`config.mk`:
```
export PLATFORM = sky130hd
export DESIGN_NAME = sensor_bus_response_formatter
export DESIGN_NICKNAME = d
export VERILOG_FILES = /design/src/resp_defs_and_fit.sv /design/src/sensor_bus_response_formatter.sv
export SDC_FILE = /design/constraint.sdc
export NUM_CORES = 1
export LEC_CHECK = 0
export BUFFER_PORTS_ARGS = -buffer_cell sky130_fd_sc_hd__buf_2
export CAP_MARGIN = 20
export CORE_UTILIZATION = 53
export CTS_CLUSTER_DIAMETER = 50
export DETAILED_ROUTE_END_ITERATION = 12
export PLACE_DENSITY = 0.78
export RECOVER_POWER = 50
export SLEW_MARGIN = 40
export SYNTH_ARGS = -nofsm -noshare
export SYNTH_HDL_FRONTEND = slang
export SYNTH_SLANG_ARGS = --single-unit
export TNS_END_PERCENT = 50
```
`constraint.sdc`:
```
create_clock -name mclk -period 3.15 [get_ports mclk]
set_input_delay 0.1575 -clock mclk [delete_from_list [all_inputs] [get_ports mclk]]
set_output_delay 0.1575 -clock mclk [all_outputs]
set_load 0.02 [all_outputs]
```
`src/resp_defs_and_fit.sv`:
```
// constants of the response formatter and the acceleration code fitter
`timescale 1ns/1ps

// =====================================================================
// shared constants
package resp_defs_pkg;
    // register byte offsets on the register bus
    localparam logic [4:0] NODE_OFS = 5'h00;
    localparam logic [4:0] CFG_OFS = 5'h04;
    localparam logic [4:0] CFG1_OFS = 5'h08;
    localparam logic [4:0] CTRL_OFS = 5'h0C;
    localparam logic [4:0] STAT_OFS = 5'h10;
    localparam logic [4:0] LAST_OFS = 5'h14;
    localparam logic [4:0] CNT_OFS = 5'h18;
    // control and status bit positions
    localparam int CTRL_CHECK_BIT = 0;
    localparam int CTRL_ENH_BIT = 1;
    localparam int STAT_FAULT_BIT = 0;
    localparam int STAT_ERR_BIT = 1;
    localparam int CFG_ID_BIT = 7;
    // reset values
    localparam logic [3:0] NODE_RST = 4'h1;
    localparam logic [7:0] CFG_RST = 8'h00;
    localparam logic [1:0] CFG1_RST = 2'h0;
    // command codes
    localparam logic [3:0] OP_ACCEL = 4'h2;
    localparam logic [3:0] OP_NI3 = 4'h3;
    localparam logic [3:0] OP_ID = 4'h4;
    localparam logic [3:0] OP_NI5 = 4'h5;
    localparam logic [3:0] OP_NI6 = 4'h6;
    localparam logic [3:0] GLOBAL_NODE = 4'h0;
    // response lengths in data bits
    localparam logic [4:0] LEN_8 = 5'h08;
    localparam logic [4:0] LEN_9 = 5'h09;
    localparam logic [4:0] LEN_CHECK = 5'h0D;
    localparam logic [4:0] LEN_ATTR = 5'h0F;
    localparam logic [4:0] SHORT_MAX = 5'h0F;
    localparam logic [4:0] LONG_BITS = 5'h10;
    // acceleration coding
    localparam logic [9:0] OB_FLIP = 10'h200;
    localparam logic [9:0] ACC_MIN = 10'h001;
    localparam logic [9:0] ACC_ERR = 10'h000;
endpackage

// =====================================================================
// fit the ten-bit code to the response length
module acc_code_fit (
    input wire logic [9:0] acc,
    input wire logic [4:0] len,
    input wire logic err,
    output logic [9:0] code
);
    // drop low bits for eight- and nine-bit lengths, keep zero for sensor error only
    always_comb begin
        code = acc;
        if (len == resp_defs_pkg::LEN_8) begin
            code = {2'h0, acc[9:2]};
        end else if (len == resp_defs_pkg::LEN_9) begin
            code = {1'h0, acc[9:1]};
        end
        if (err) begin
            code = resp_defs_pkg::ACC_ERR;
        end else if (code == resp_defs_pkg::ACC_ERR) begin
            code = resp_defs_pkg::ACC_MIN;
        end
    end
endmodule

```
`src/sensor_bus_response_formatter.sv`:
```
// command decode and response build for the sensor bus node
// =====================================================================
// Summary of operation
// - long accel: node, zero, fault, ten-bit value
// - keep a ten-bit acceleration result
// - fault flag is one on internal error
// - check indicator one while self-test runs
// - attribute bits copied from configuration register
// - pad response to received message length
// - eight- and nine-bit lengths drop low acceleration bits
// - truncated zero becomes code one
// - offset binary, midscale is zero g
// - code one max negative, zero means error
// - ignore codes three, five and six
// - id request in standard and enabled enhanced
// - ignore id request to global node
// - command data bits only feed CRC
// - id request decoded from code four
// - ignore commands for another node number
// - id response revision in bits seven-five
// - id low bits, variable bit from config
// - long responses lead with own node
// - acceleration read decoded from code two
`timescale 1ns/1ps

module sensor_bus_response_formatter #(
    parameter logic [2:0] VERSION_ID = 3'h1, // arbitrary value
    parameter logic [2:0] ID_FIXED_BITS = 3'h5 // arbitrary value
) (
    input wire logic mclk,
    input wire logic sys_rst,
    input wire logic [4:0] avs_address,
    input wire logic avs_read,
    input wire logic avs_write,
    input wire logic [31:0] avs_writedata,
    input wire logic [3:0] avs_byteenable,
    output logic [31:0] avs_readdata,
    output logic avs_waitrequest,
    input wire logic accel_valid,
    input wire logic [9:0] accel_raw,
    input wire logic accel_err,
    input wire logic fault,
    input wire logic cmd_valid,
    input wire logic [15:0] cmd_word,
    input wire logic cmd_long,
    input wire logic cmd_enhanced,
    input wire logic [4:0] cmd_len,
    input wire logic crc_ok,
    output logic resp_valid,
    output logic [15:0] resp_data,
    output logic [4:0] resp_bits,
    output logic [4:0] resp_fill
);

    // =================================================================
    // state
    typedef struct packed {
        logic wait_n;
        logic [31:0] rdata;
        logic [3:0] node;
        logic [7:0] config_word;
        logic [1:0] attribute_bits;
        logic check_circuit_on;
        logic enh_enable;
        logic [9:0] accel;
        logic accel_bad;
        logic fault;
        logic resp_valid;
        logic [15:0] resp_data;
        logic [4:0] resp_bits;
        logic [4:0] resp_fill;
        logic [15:0] resp_cnt;
    } state_s;

    state_s q;
    state_s d;
    logic [3:0] cmd_op;
    logic [3:0] cmd_node;
    logic addr_ok;
    logic fmt_ok;
    logic hit_acc;
    logic hit_id;
    logic [4:0] dbits;
    logic [9:0] acc_code;
    logic [15:0] acc_word;
    logic [15:0] id_word;
    logic identifier_bit;
    logic [31:0] rd_mux;

    // keep only the low n bits of a response word
    function automatic logic [15:0] keep_low(input logic [15:0] w, input logic [4:0] n);
        logic [15:0] m;
        m = 16'hFFFF;
        if (n < resp_defs_pkg::LONG_BITS) begin
            m = ~(16'hFFFF << n);
        end
        return w & m;
    endfunction

    // =================================================================
    // command decode; data bits 15:8 are not looked at
    assign cmd_op = cmd_word[3:0];
    assign cmd_node = cmd_word[7:4];
    assign addr_ok = (cmd_node == q.node) && (cmd_node != resp_defs_pkg::GLOBAL_NODE);
    assign fmt_ok = !cmd_enhanced || q.enh_enable;
    assign hit_acc = cmd_valid && crc_ok && fmt_ok && addr_ok
        && (cmd_op == resp_defs_pkg::OP_ACCEL);
    assign hit_id = cmd_valid && crc_ok && fmt_ok && addr_ok
        && (cmd_op == resp_defs_pkg::OP_ID);
    assign identifier_bit = q.config_word[resp_defs_pkg::CFG_ID_BIT];

    // data bits carried: sixteen when long, up to fifteen when short
    always_comb begin
        if (cmd_long) begin
            dbits = resp_defs_pkg::LONG_BITS;
        end else if (cmd_len > resp_defs_pkg::SHORT_MAX) begin
            dbits = resp_defs_pkg::SHORT_MAX;
        end else begin
            dbits = cmd_len;
        end
    end

    // truncation and error code of the acceleration value
    acc_code_fit u_fit (
        .acc(q.accel),
        .len(dbits),
        .err(q.accel_bad),
        .code(acc_code)
    );

    // response word layouts
    always_comb begin
        if (cmd_long) begin
            acc_word = {q.node, 1'b0, q.fault, acc_code};
            id_word = {q.node, 4'h0, VERSION_ID, 1'b0, identifier_bit, ID_FIXED_BITS};
        end else begin
            acc_word = {1'b0, q.attribute_bits, q.check_circuit_on, 1'b0, q.fault,
                acc_code};
            id_word = {8'h00, VERSION_ID, 1'b0, identifier_bit, ID_FIXED_BITS};
        end
    end

    // register read mux; unmapped offsets read zero
    always_comb begin
        rd_mux = 32'h0000_0000;
        unique case (avs_address)
            resp_defs_pkg::NODE_OFS: rd_mux[3:0] = q.node;
            resp_defs_pkg::CFG_OFS: rd_mux[7:0] = q.config_word;
            resp_defs_pkg::CFG1_OFS: rd_mux[1:0] = q.attribute_bits;
            resp_defs_pkg::CTRL_OFS: begin
                rd_mux[resp_defs_pkg::CTRL_CHECK_BIT] = q.check_circuit_on;
                rd_mux[resp_defs_pkg::CTRL_ENH_BIT] = q.enh_enable;
            end
            resp_defs_pkg::STAT_OFS: begin
                rd_mux[resp_defs_pkg::STAT_FAULT_BIT] = q.fault;
                rd_mux[resp_defs_pkg::STAT_ERR_BIT] = q.accel_bad;
            end
            resp_defs_pkg::LAST_OFS: rd_mux[15:0] = q.resp_data;
            resp_defs_pkg::CNT_OFS: rd_mux[15:0] = q.resp_cnt;
            default: rd_mux = 32'h0000_0000;
        endcase
    end

    // =================================================================
    // next state
    always_comb begin
        d = q;
        d.resp_valid = 1'b0;
        d.fault = fault;
        // bus slave: one wait cycle, then the access completes
        if ((avs_read || avs_write) && q.wait_n) begin
            d.wait_n = 1'b0;
            d.rdata = rd_mux;
        end else if (!q.wait_n) begin
            d.wait_n = 1'b1;
            if (avs_write && avs_byteenable[0]) begin
                unique case (avs_address)
                    resp_defs_pkg::NODE_OFS: d.node = avs_writedata[3:0];
                    resp_defs_pkg::CFG_OFS: d.config_word = avs_writedata[7:0];
                    resp_defs_pkg::CFG1_OFS: d.attribute_bits = avs_writedata[1:0];
                    resp_defs_pkg::CTRL_OFS: begin
                        d.check_circuit_on = avs_writedata[resp_defs_pkg::CTRL_CHECK_BIT];
                        d.enh_enable = avs_writedata[resp_defs_pkg::CTRL_ENH_BIT];
                    end
                    default: d.rdata = q.rdata;
                endcase
            end
        end
        // latch the sample, two's complement to offset binary
        if (accel_valid) begin
            d.accel = accel_raw ^ resp_defs_pkg::OB_FLIP;
            d.accel_bad = accel_err;
        end
        // build a response; anything else leaves state alone
        if (hit_acc || hit_id) begin
            d.resp_valid = 1'b1;
            d.resp_data = keep_low(hit_acc ? acc_word : id_word, dbits);
            d.resp_bits = dbits;
            d.resp_fill = (cmd_len > dbits) ? 5'(cmd_len - dbits) : 5'h00;
            d.resp_cnt = 16'(q.resp_cnt + 16'h0001);
        end
    end

    // register the state
    always_ff @(posedge mclk) begin
        if (sys_rst) begin
            q <= '0;
            q.wait_n <= 1'b1;
            q.node <= resp_defs_pkg::NODE_RST;
            q.config_word <= resp_defs_pkg::CFG_RST;
            q.attribute_bits <= resp_defs_pkg::CFG1_RST;
            q.accel <= resp_defs_pkg::OB_FLIP;
        end else begin
            q <= d;
        end
    end

    // outputs straight from the state flops
    assign avs_readdata = q.rdata;
    assign avs_waitrequest = q.wait_n;
    assign resp_valid = q.resp_valid;
    assign resp_data = q.resp_data;
    assign resp_bits = q.resp_bits;
    assign resp_fill = q.resp_fill;

    // =================================================================
    // checks
    long_accel_layout_a: assert property (@(posedge mclk) disable iff (sys_rst)
        hit_acc && cmd_long |=> resp_valid && resp_data[15:12] == $past(q.node)
        && !resp_data[11] && resp_data[10] == $past(q.fault))
        else $error("long acceleration response layout wrong");

    fault_follow_a: assert property (@(posedge mclk) disable iff (sys_rst)
        fault ##1 hit_acc && cmd_long |=> resp_data[10])
        else $error("fault flag not reported");

    check_bit_a: assert property (@(posedge mclk) disable iff (sys_rst)
        hit_acc && !cmd_long && cmd_len >= resp_defs_pkg::LEN_CHECK
        |=> resp_data[12] == $past(q.check_circuit_on))
        else $error("check circuit indicator wrong");

    attr_copy_a: assert property (@(posedge mclk) disable iff (sys_rst)
        hit_acc && !cmd_long && cmd_len >= resp_defs_pkg::LEN_ATTR
        |=> resp_data[14:13] == $past(q.attribute_bits))
        else $error("attribute bits not copied");

    fill_length_a: assert property (@(posedge mclk) disable iff (sys_rst)
        (hit_acc || hit_id) |=> resp_bits + resp_fill == $past(cmd_len)
        || (resp_bits > $past(cmd_len) && resp_fill == 5'h00))
        else $error("response length does not match command");

    trunc_eight_a: assert property (@(posedge mclk) disable iff (sys_rst)
        hit_acc && !cmd_long && cmd_len == resp_defs_pkg::LEN_8 && !q.accel_bad
        && q.accel[9:2] != 8'h00 |=> resp_data == {8'h00, $past(q.accel[9:2])})
        else $error("eight-bit truncation wrong");

    min_code_a: assert property (@(posedge mclk) disable iff (sys_rst)
        hit_acc && !q.accel_bad |=> resp_data[9:0] != resp_defs_pkg::ACC_ERR)
        else $error("zero code sent without sensor error");

    offset_code_a: assert property (@(posedge mclk) disable iff (sys_rst)
        accel_valid && !accel_err && accel_raw == 10'h000 ##1 hit_acc && cmd_long
        |=> resp_data[9:0] == resp_defs_pkg::OB_FLIP)
        else $error("zero g does not code as midscale");

    ignore_codes_a: assert property (@(posedge mclk) disable iff (sys_rst)
        cmd_valid && (cmd_op == resp_defs_pkg::OP_NI3 || cmd_op == resp_defs_pkg::OP_NI5
        || cmd_op == resp_defs_pkg::OP_NI6) |=> !resp_valid && $stable(q.resp_cnt))
        else $error("unimplemented code answered");

    id_global_a: assert property (@(posedge mclk) disable iff (sys_rst)
        cmd_valid && cmd_node == resp_defs_pkg::GLOBAL_NODE |=> !resp_valid)
        else $error("global node answered");

    node_match_a: assert property (@(posedge mclk) disable iff (sys_rst)
        cmd_valid && cmd_node != q.node |=> !resp_valid && $stable(q.resp_data))
        else $error("command for another node answered");

    id_layout_a: assert property (@(posedge mclk) disable iff (sys_rst)
        hit_id && cmd_long |=> resp_data[7:5] == VERSION_ID && resp_data[11:8] == 4'h0
        && resp_data[3] == $past(q.config_word[resp_defs_pkg::CFG_ID_BIT]))
        else $error("identification response layout wrong");

    // stored sample is the raw value with its sign bit flipped
    accel_store_a: assert property (@(posedge mclk) disable iff (sys_rst)
        accel_valid |=> q.accel == ($past(accel_raw) ^ resp_defs_pkg::OB_FLIP))
        else $error("acceleration sample not stored as offset binary");

    // fault flag follows its input one cycle later
    fault_reg_a: assert property (@(posedge mclk) disable iff (sys_rst)
        1'b1 |=> q.fault == $past(fault))
        else $error("fault flag not registered");

    // nine-bit responses keep the upper nine bits
    trunc_nine_a: assert property (@(posedge mclk) disable iff (sys_rst)
        hit_acc && !cmd_long && cmd_len == resp_defs_pkg::LEN_9 && !q.accel_bad
        && q.accel[9:1] != 9'h000 |=> resp_data == {7'h00, $past(q.accel[9:1])})
        else $error("nine-bit truncation wrong");

    // a sensor error always codes as zero
    err_code_a: assert property (@(posedge mclk) disable iff (sys_rst)
        hit_acc && q.accel_bad |=> resp_data[9:0] == resp_defs_pkg::ACC_ERR)
        else $error("sensor error not coded as zero");

    // enhanced formats only while enabled
    enh_gate_a: assert property (@(posedge mclk) disable iff (sys_rst)
        cmd_valid && cmd_enhanced && !q.enh_enable |=> !resp_valid)
        else $error("disabled enhanced format answered");

    // short identification response has a clear upper byte
    id_short_a: assert property (@(posedge mclk) disable iff (sys_rst)
        hit_id && !cmd_long |=> resp_data[15:8] == 8'h00
        && resp_data[3] == $past(identifier_bit))
        else $error("short identification response layout wrong");

    // long identification response leads with the own node
    id_node_a: assert property (@(posedge mclk) disable iff (sys_rst)
        hit_id && cmd_long |=> resp_data[15:12] == $past(q.node))
        else $error("identification response node wrong");

    // a bad check sum leaves everything alone
    crc_drop_a: assert property (@(posedge mclk) disable iff (sys_rst)
        cmd_valid && !crc_ok |=> !resp_valid && $stable(q.resp_cnt))
        else $error("command with bad check answered");

endmodule

```
==> summary.md, run 1 <==
| Metric | Value |
|---|---|
| Post-detail-place hpwl | `8950 um` |
| Synth Area per Inst | `8.44 um^2` |
| Type of the worst min-delay path | `in2reg` |
| Pre-Repair DR Iteration Count | `5` |
| Residual DRC count | `0` |
| Hold slack final | `0.0109 ns` |
| Mapped Cells | `594` |
| Setup TNS | `0 ns` |
| Starting Density | `54.5%` |
| Input/output buffers | `90` |
| Final GP Congestion | `0.895` |
| Skew-Pair Late Insertion Delay | `0.38 ns` |
| Reg2Reg Depth | `6` |
| Max-Slew Margin vs Limit | `-7.55%` |
| Peak VDD IR | `0.186 mV` |
| Most used DFF post-synth | `dfxtp_1` |
| Clock group share of total power | `36.8%` |
| Top-count cell post-synth | `dfxtp_1` |
| Layout cells sized above 1 | `15.1%` |
| Post-CTS sizing | `0` |
| Vias in the first global route | `4,034` |
| Failing checks | `max-capacitance violations, max-slew violations` |
| Post-CTS Repair Setup Buffers | `0` |
| Switching pwr | `0.000643 W` |
| Top cell type's share of synthesized area | `34.7%` |
| Crit end category | `flip-flop` |
| WL/cell | `16.4 um` |
| CP Class | `in2reg` |
| Placeable Area | `0.00920 mm^2` |
| Final hold vios | `0` |
| Clock buffer depth | `2` |
| Leak Pwr | `1.95 nW` |
| Die Span Y | `99.3 um` |
| IO Pins | `143` |
| Fin util | `57.5%` |
| Via count | `4,368` |
| CTS tree | `built` |
| # setup viols final | `0` |
| Iter 0 DRT Violations | `222` |
| CP required | `3.42 ns` |
| DRT antenna net count | `0` |
| Tot GR Track Use | `25.3%` |
| Final instance area | `0.00529 mm^2` |
| CP arrival | `2.68 ns` |
| RSZ-0062 raised after global routing | `no` |
| Post-Route WL | `12,200 um` |
| Row count | `35` |
| Root buffer cell | `clkbuf_8` |
| Worst Tran Pin Value | `1.61 ns` |
| Routed vias/inst | `5.89` |
| Max-slew violation count | `39` |
| Yosys cell types | `67` |
| Dominant cell type by area after synthesis | `dfxtp_1` |
| Status | `finished, violations left` |
| Worst hold path stage count | `3` |
| Max-capacitance violation count | `1` |
| Clock sink total | `87` |
| Remaining Overflow, GRT | `0` |
| Post-CTS Hold Buffers | `0` |
| Skew final | `0.0142 ns` |
| Crit Path Max Fanout | `38` |
| Crit path launch type | `input pin` |
| Launch point of the worst reg-to-reg path | `q[70]` |
| Final worst path period share | `76.4%` |
| Hold_sp | `avs_writedata[5]` |
| Worst r2r dst | `resp_fill[1]` |
| Flop-to-flop setup slack | `0.77 ns` |
| Reg clk slew, reported paths | `0.10 ns` |
| Final net count | `712` |
| Internal Power | `0.00159 W` |
| Filler cells | `868` |
| Die Wd | `99.3 um` |
| N_diodes | `0` |
| Initial antenna violation count | `0` |
| Post-synth EDFFs | `0` |
| Net Sw Frac | `28.7%` |
| Commonest cells post-synth | `dfxtp_1 (87), nor2_1 (68), buf_4 (59)` |
| Tmin final | `2.41 ns` |
| Fin worst setup slack | `0.743 ns` |
| Sequential area share after synthesis | `34.7%` |
| Gate power share | `12.5%` |
| Synthesized area | `0.00502 mm^2` |
| Hold endpoint | `q[64]` |
| Post-place setup slack | `0.592 ns` |
| Achievable Freq | `416 MHz` |
| Die ar. | `0.00986 mm^2` |
| Power Density | `423 mW/mm^2` |
| Reg power frac | `50.7%` |
| Ys async rst share | `0%` |
| Largest cells by area after synthesis | `dfxtp_1 (35%), buf_4 (8.8%), mux2i_1 (7.0%)` |
| H-tree level count | `3` |
| Placement Cell Area | `0.00514 mm^2` |
| CTS Buf Count | `9` |
| Largest net degree at the start of global routing | `39` |
| First-pass GRT wire length | `19,700 um` |
| Area grow syn2layout | `5.39%` |
| Synth Warn # | `0` |
| #FFs+latches synth | `87` |
| Crit path from | `sys_rst` |
[power groups by stage]
stage	registers, W	clock network, W	logic, W
floorplan	0.00115	0	0.000223
global placement	0.00116	0	0.000270
detailed placement	0.00116	0	0.000278
CTS	0.00113	0.000829	0.000279
global route	0.00114	0.000882	0.000309
finish	0.00113	0.000823	0.000279
[kinds of logic (layout without fill, tap and decap cells)]
family	count (synthesis)	count (layout)	synth area share [%]
compound gates	113	113	16.5
xor+xnor	10	10	1.90
fa+ha+maj	4	4	0.998
buf+inv	111	131	13.0
flops	87	87	34.7
mux	49	49	10.6
other cells	1	17	0.0748
simple gates	219	219	22.2
[flip-flops by register name, indices dropped and copies added (netlist names)]
name             flops
avs_readdata        16
identifier_bit       1
resp_fill            5
q                   43
resp_data           15
resp_valid           1
avs_waitrequest      1
resp_bits            5
[per-stage QoR]
step           cells  power, W
2_1_floorplan    610   0.00138
3_3_place_gp     725   0.00143
3_5_place_dp     725   0.00144
4_1_cts          741   0.00224
5_1_grt          741   0.00233
6_report         741   0.00224
[layout make-up]
class                      instances  area [um^2]  area share, %
inverter                          15         56.3           1.07
timing repair buffer             100          467           8.83
tap                              111          139           2.63
clock inverter                     7         78.8           1.49
clock buffer                       9          124           2.34
sequential                        87         1740           32.9
multi-input combinational        412         2680           50.7
[worst max path at each step]
stage               slack (ns)  depth (start not counted)            to
floorplan                 0.89                          9  resp_fill[3]
global placement          0.72                          9  resp_fill[3]
detailed placement        0.59                         11  resp_fill[2]
CTS                       0.79                          5         q[15]
global route              0.48                          4         q[13]
finish                    0.74                          4         q[13]
[critical path, cell delays in order]
cell,delay (ns)
clkbuf_1,1.14
clkbuf_1,0.95
nor2b_1,0.11
mux2_2,0.30
[metal layers]
metal | vias up | global-route usage (%) | part of all wire [%]
met5 | - | 0 | 0
met4 | 0 | 11.1 | 2.4
met3 | 19 | 3.44 | 6.9
met2 | 171 | 43.4 | 48
met1 | 2058 | 31.7 | 43
li1 | 2120 | - | -
[layout by cell type (no fill, tap or decap), types with 5 or more instances in the layout]
cell type,Yosys,final
clkbuf_8,0,9
a221oi_1,8,8
nand2b_1,6,6
xnor2_1,7,7
a2bb2oi_1,6,6
inv_1,14,14
clkbuf_1,24,45
mux2i_1,35,35
nand4_1,7,7
a211o_1,5,5
nand3b_1,7,7
mux2_2,12,12
buf_4,59,9
a22oi_1,5,5
nor3_1,25,25
conb_1,1,17
nand3_1,17,17
nor2_1,68,68
o21ai_0,15,15
nor4_1,8,8
dfxtp_1,87,87
nand2_1,44,44
nor2b_1,13,13
a21oi_1,27,27
buf_2,7,46
(Power assumes the default switching activity.)
==> inputs of run 2 (changes only) <==
--- a/config.mk
+++ b/config.mk
@@ -7,10 +7,10 @@
 export LEC_CHECK = 0
 export BUFFER_PORTS_ARGS = -buffer_cell sky130_fd_sc_hd__buf_2
 export CAP_MARGIN = 20
-export CORE_UTILIZATION = 53
+export CORE_UTILIZATION = 48
 export CTS_CLUSTER_DIAMETER = 50
 export DETAILED_ROUTE_END_ITERATION = 12
-export PLACE_DENSITY = 0.78
+export PLACE_DENSITY = 0.75
 export RECOVER_POWER = 50
 export SLEW_MARGIN = 40
 export SYNTH_ARGS = -nofsm -noshare
==> constraint.sdc (replaced) <==
create_clock -name mclk -period 2.1 [get_ports mclk]
set_input_delay 0.105 -clock mclk [delete_from_list [all_inputs] [get_ports mclk]]
set_output_delay 0.105 -clock mclk [all_outputs]
set_load 0.02 [all_outputs]
==> run 2 against run 1 <==
Against the previous run: the flow now finishes without violations; non-clock buffer count grew 51; cell area grew 8.5%; first-iteration DRC count shrank 2.7%; combinational power grew 68%; clock skew shrank 0.0027 ns; via count grew 2.7%; wire length grew 3.5%; highest routed layer unchanged.
==> summary.md, run 2 (synthesized netlist as in run 1, its figures left out) <==
| Metric | Value |
|---|---|
| Placeable Area | `0.00995 mm^2` |
| Met2 Use GR | `39.9%` |
| Max-Slew Margin vs Limit | `7.57%` |
| H-tree level count | `3` |
| Setup TNS | `0 ns` |
| CP cell instances | `xnor2_1 > nand4_1 > or3_4 > nor4_1 > mux2_2` |
| GRT busiest layer | `met2` |
| Total power | `0.00331 W` |
| Clock sink total | `87` |
| Die Wd | `104 um` |
| CTS tree | `built` |
| Hold slack final | `0.00411 ns` |
| Die ar. | `0.0109 mm^2` |
| Max stage delay on crit path | `0.45 ns` |
| Routed vias/inst | `5.51` |
| Starting Density | `50.4%` |
| Achievable Freq | `506 MHz` |
| Max FFs per register | `43` |
| RSZ-0062 raised after global routing | `no` |
| Crit end category | `flip-flop` |
| IO Pins | `143` |
| Initial antenna violation count | `0` |
| Post-CTS Repair Setup Buffers | `0` |
| Reg2Reg Depth | `5` |
| Commonest non-fill, non-tap cell in the layout | `dfxtp_1` |
| Row count | `36` |
| Skew-Pair Late Insertion Delay | `0.37 ns` |
| DRT antenna net count | `0` |
| Largest net degree at the start of global routing | `32` |
| Layout cells sized above 1 | `19.4%` |
| Final GP Congestion | `0.883` |
| FF+latch area | `0.00174 mm^2` |
| N_diodes | `0` |
| Reg clk slew, reported paths | `0.10 ns` |
| Tot GR Track Use | `24.0%` |
| Peak VDD IR | `0.303 mV` |
| Remaining Overflow, GRT | `0` |
| Final worst path period share | `94.2%` |
| Clock buffer depth | `2` |
| Vias in the first global route | `4,263` |
| CP required | `2.37 ns` |
| Max-capacitance violation count | `0` |
| Top reg by flops | `q` |
| Cells after DPL | `780` |
| WL/cell | `15.5 um` |
| Met1 GRT Util | `31.6%` |
| Post-detail-place hpwl | `9430 um` |
| Layout Cells excl Fill | `814` |
| Area grow syn2layout | `14.4%` |
| CP arrival | `2.25 ns` |
| Post-Route WL | `12,600 um` |
| Iter 0 DRT Violations | `216` |
| GR Layer Usage met3 | `3.88%` |
| Root buffer cell | `clkbuf_8` |
| Input/output buffers | `90` |
| Worst r2r dst | `q[15]` |
| Status | `complete, no violations` |
| Pre-Repair DR Iteration Count | `4` |
| Flop-to-flop setup slack | `0.12 ns` |
| Filler cells | `945` |
| Crit Path Max Fanout | `12` |
| Type of the worst min-delay path | `in2reg` |
| Hold endpoint | `q[62]` |
| Residual DRC count | `0` |
| Final hold vios | `0` |
| CTS Buf Count | `9` |
| Worst Tran Pin Value | `1.39 ns` |
| Leak Pwr | `2.19 nW` |
| CP Class | `reg2reg` |
| # setup viols final | `0` |
| CP max stage cell | `or3_4` |
| Hold_sp | `avs_writedata[3]` |
| Worst hold path stage count | `3` |
| Die Span Y | `104 um` |
| Final net count | `763` |
| Multi-input gate area | `0.00269 mm^2` |
| Via count | `4,487` |
| Tmin final | `1.98 ns` |
| Max-slew violation count | `0` |
| Most frequent cells in the layout | `dfxtp_1 (87), nor2_1 (68), buf_2 (46)` |
| Crit path launch type | `flip-flop` |
| Power Density | `578 mW/mm^2` |
| Launch point of the worst reg-to-reg path | `q[68]` |
| Skew final | `0.0114 ns` |
| First-pass GRT wire length | `21,000 um` |
[run 2: worst max-delay path by stage]
stage | to | slack (ns) | from | cells after the start
after floorplan | resp_fill[3] | 0.002 | cmd_long | 9
after global placement | resp_fill[3] | -0.03 | cmd_len[4] | 9
after detailed placement | resp_fill[3] | -0.06 | cmd_len[4] | 9
after CTS | q[15] | 0.12 | q[67] | 5
after global routing | q[15] | 0.006 | q[4] | 5
final | q[15] | 0.12 | q[68] | 5
[run 2: critical path: cells and delay by family, from the launching register on]
family / cells / cell delay (ns)
simple gates: 3 / 0.94
xor+xnor: 1 / 0.23
flops: 1 / 0.34
mux: 1 / 0.37
[run 2: repair_timing]
action | in CTS | in global routing
hold buffers | 18 | 0
gates resized for setup | 1 | 1
endpoints found under the hold margin | 18 | 0
endpoints found under the setup margin | 5 | 1
[run 2: cell type report]
type / instances / area share (%)
Clock inverter: 6 / 0.894
Sequential cell: 87 / 30.4
Timing Repair Buffer: 151 / 15.5
Clock buffer: 10 / 2.40
Multi-Input combinational cell: 412 / 46.9
Inverter: 15 / 0.981
Tap cell: 133 / 2.90
[run 2: through the flow]
| stage | utilization (%) | setup WS, ns | cell area (um^2) |
|---|---|---|---|
| final | 57.6 | 0.122 | 5740 |
| after global routing | 57.6 | 0.00558 | 5740 |
| after CTS | 58.2 | 0.123 | 5790 |
| after detailed placement | 54.4 | -0.0628 | 5420 |
| after global placement | 54.4 | -0.0253 | 5420 |
| after floorplan | - | 0.00154 | 5080 |
[run 2: routing by layer]
metal	vias up	part of all wire, %	wire length (um)
met1	2090	44	5590
li1	2232	-	-
met3	14	5.6	707
met4	0	1.4	175
met2	151	49	6130
met5	-	0	0
[run 2: power breakdown]
group          leakage [nW]  switching [W]  total [W]  internal (W)
logic                  1.39       0.000274   0.000470      0.000196
registers             0.705      0.0000278    0.00170       0.00167
clock network        0.0992       0.000661    0.00114      0.000481
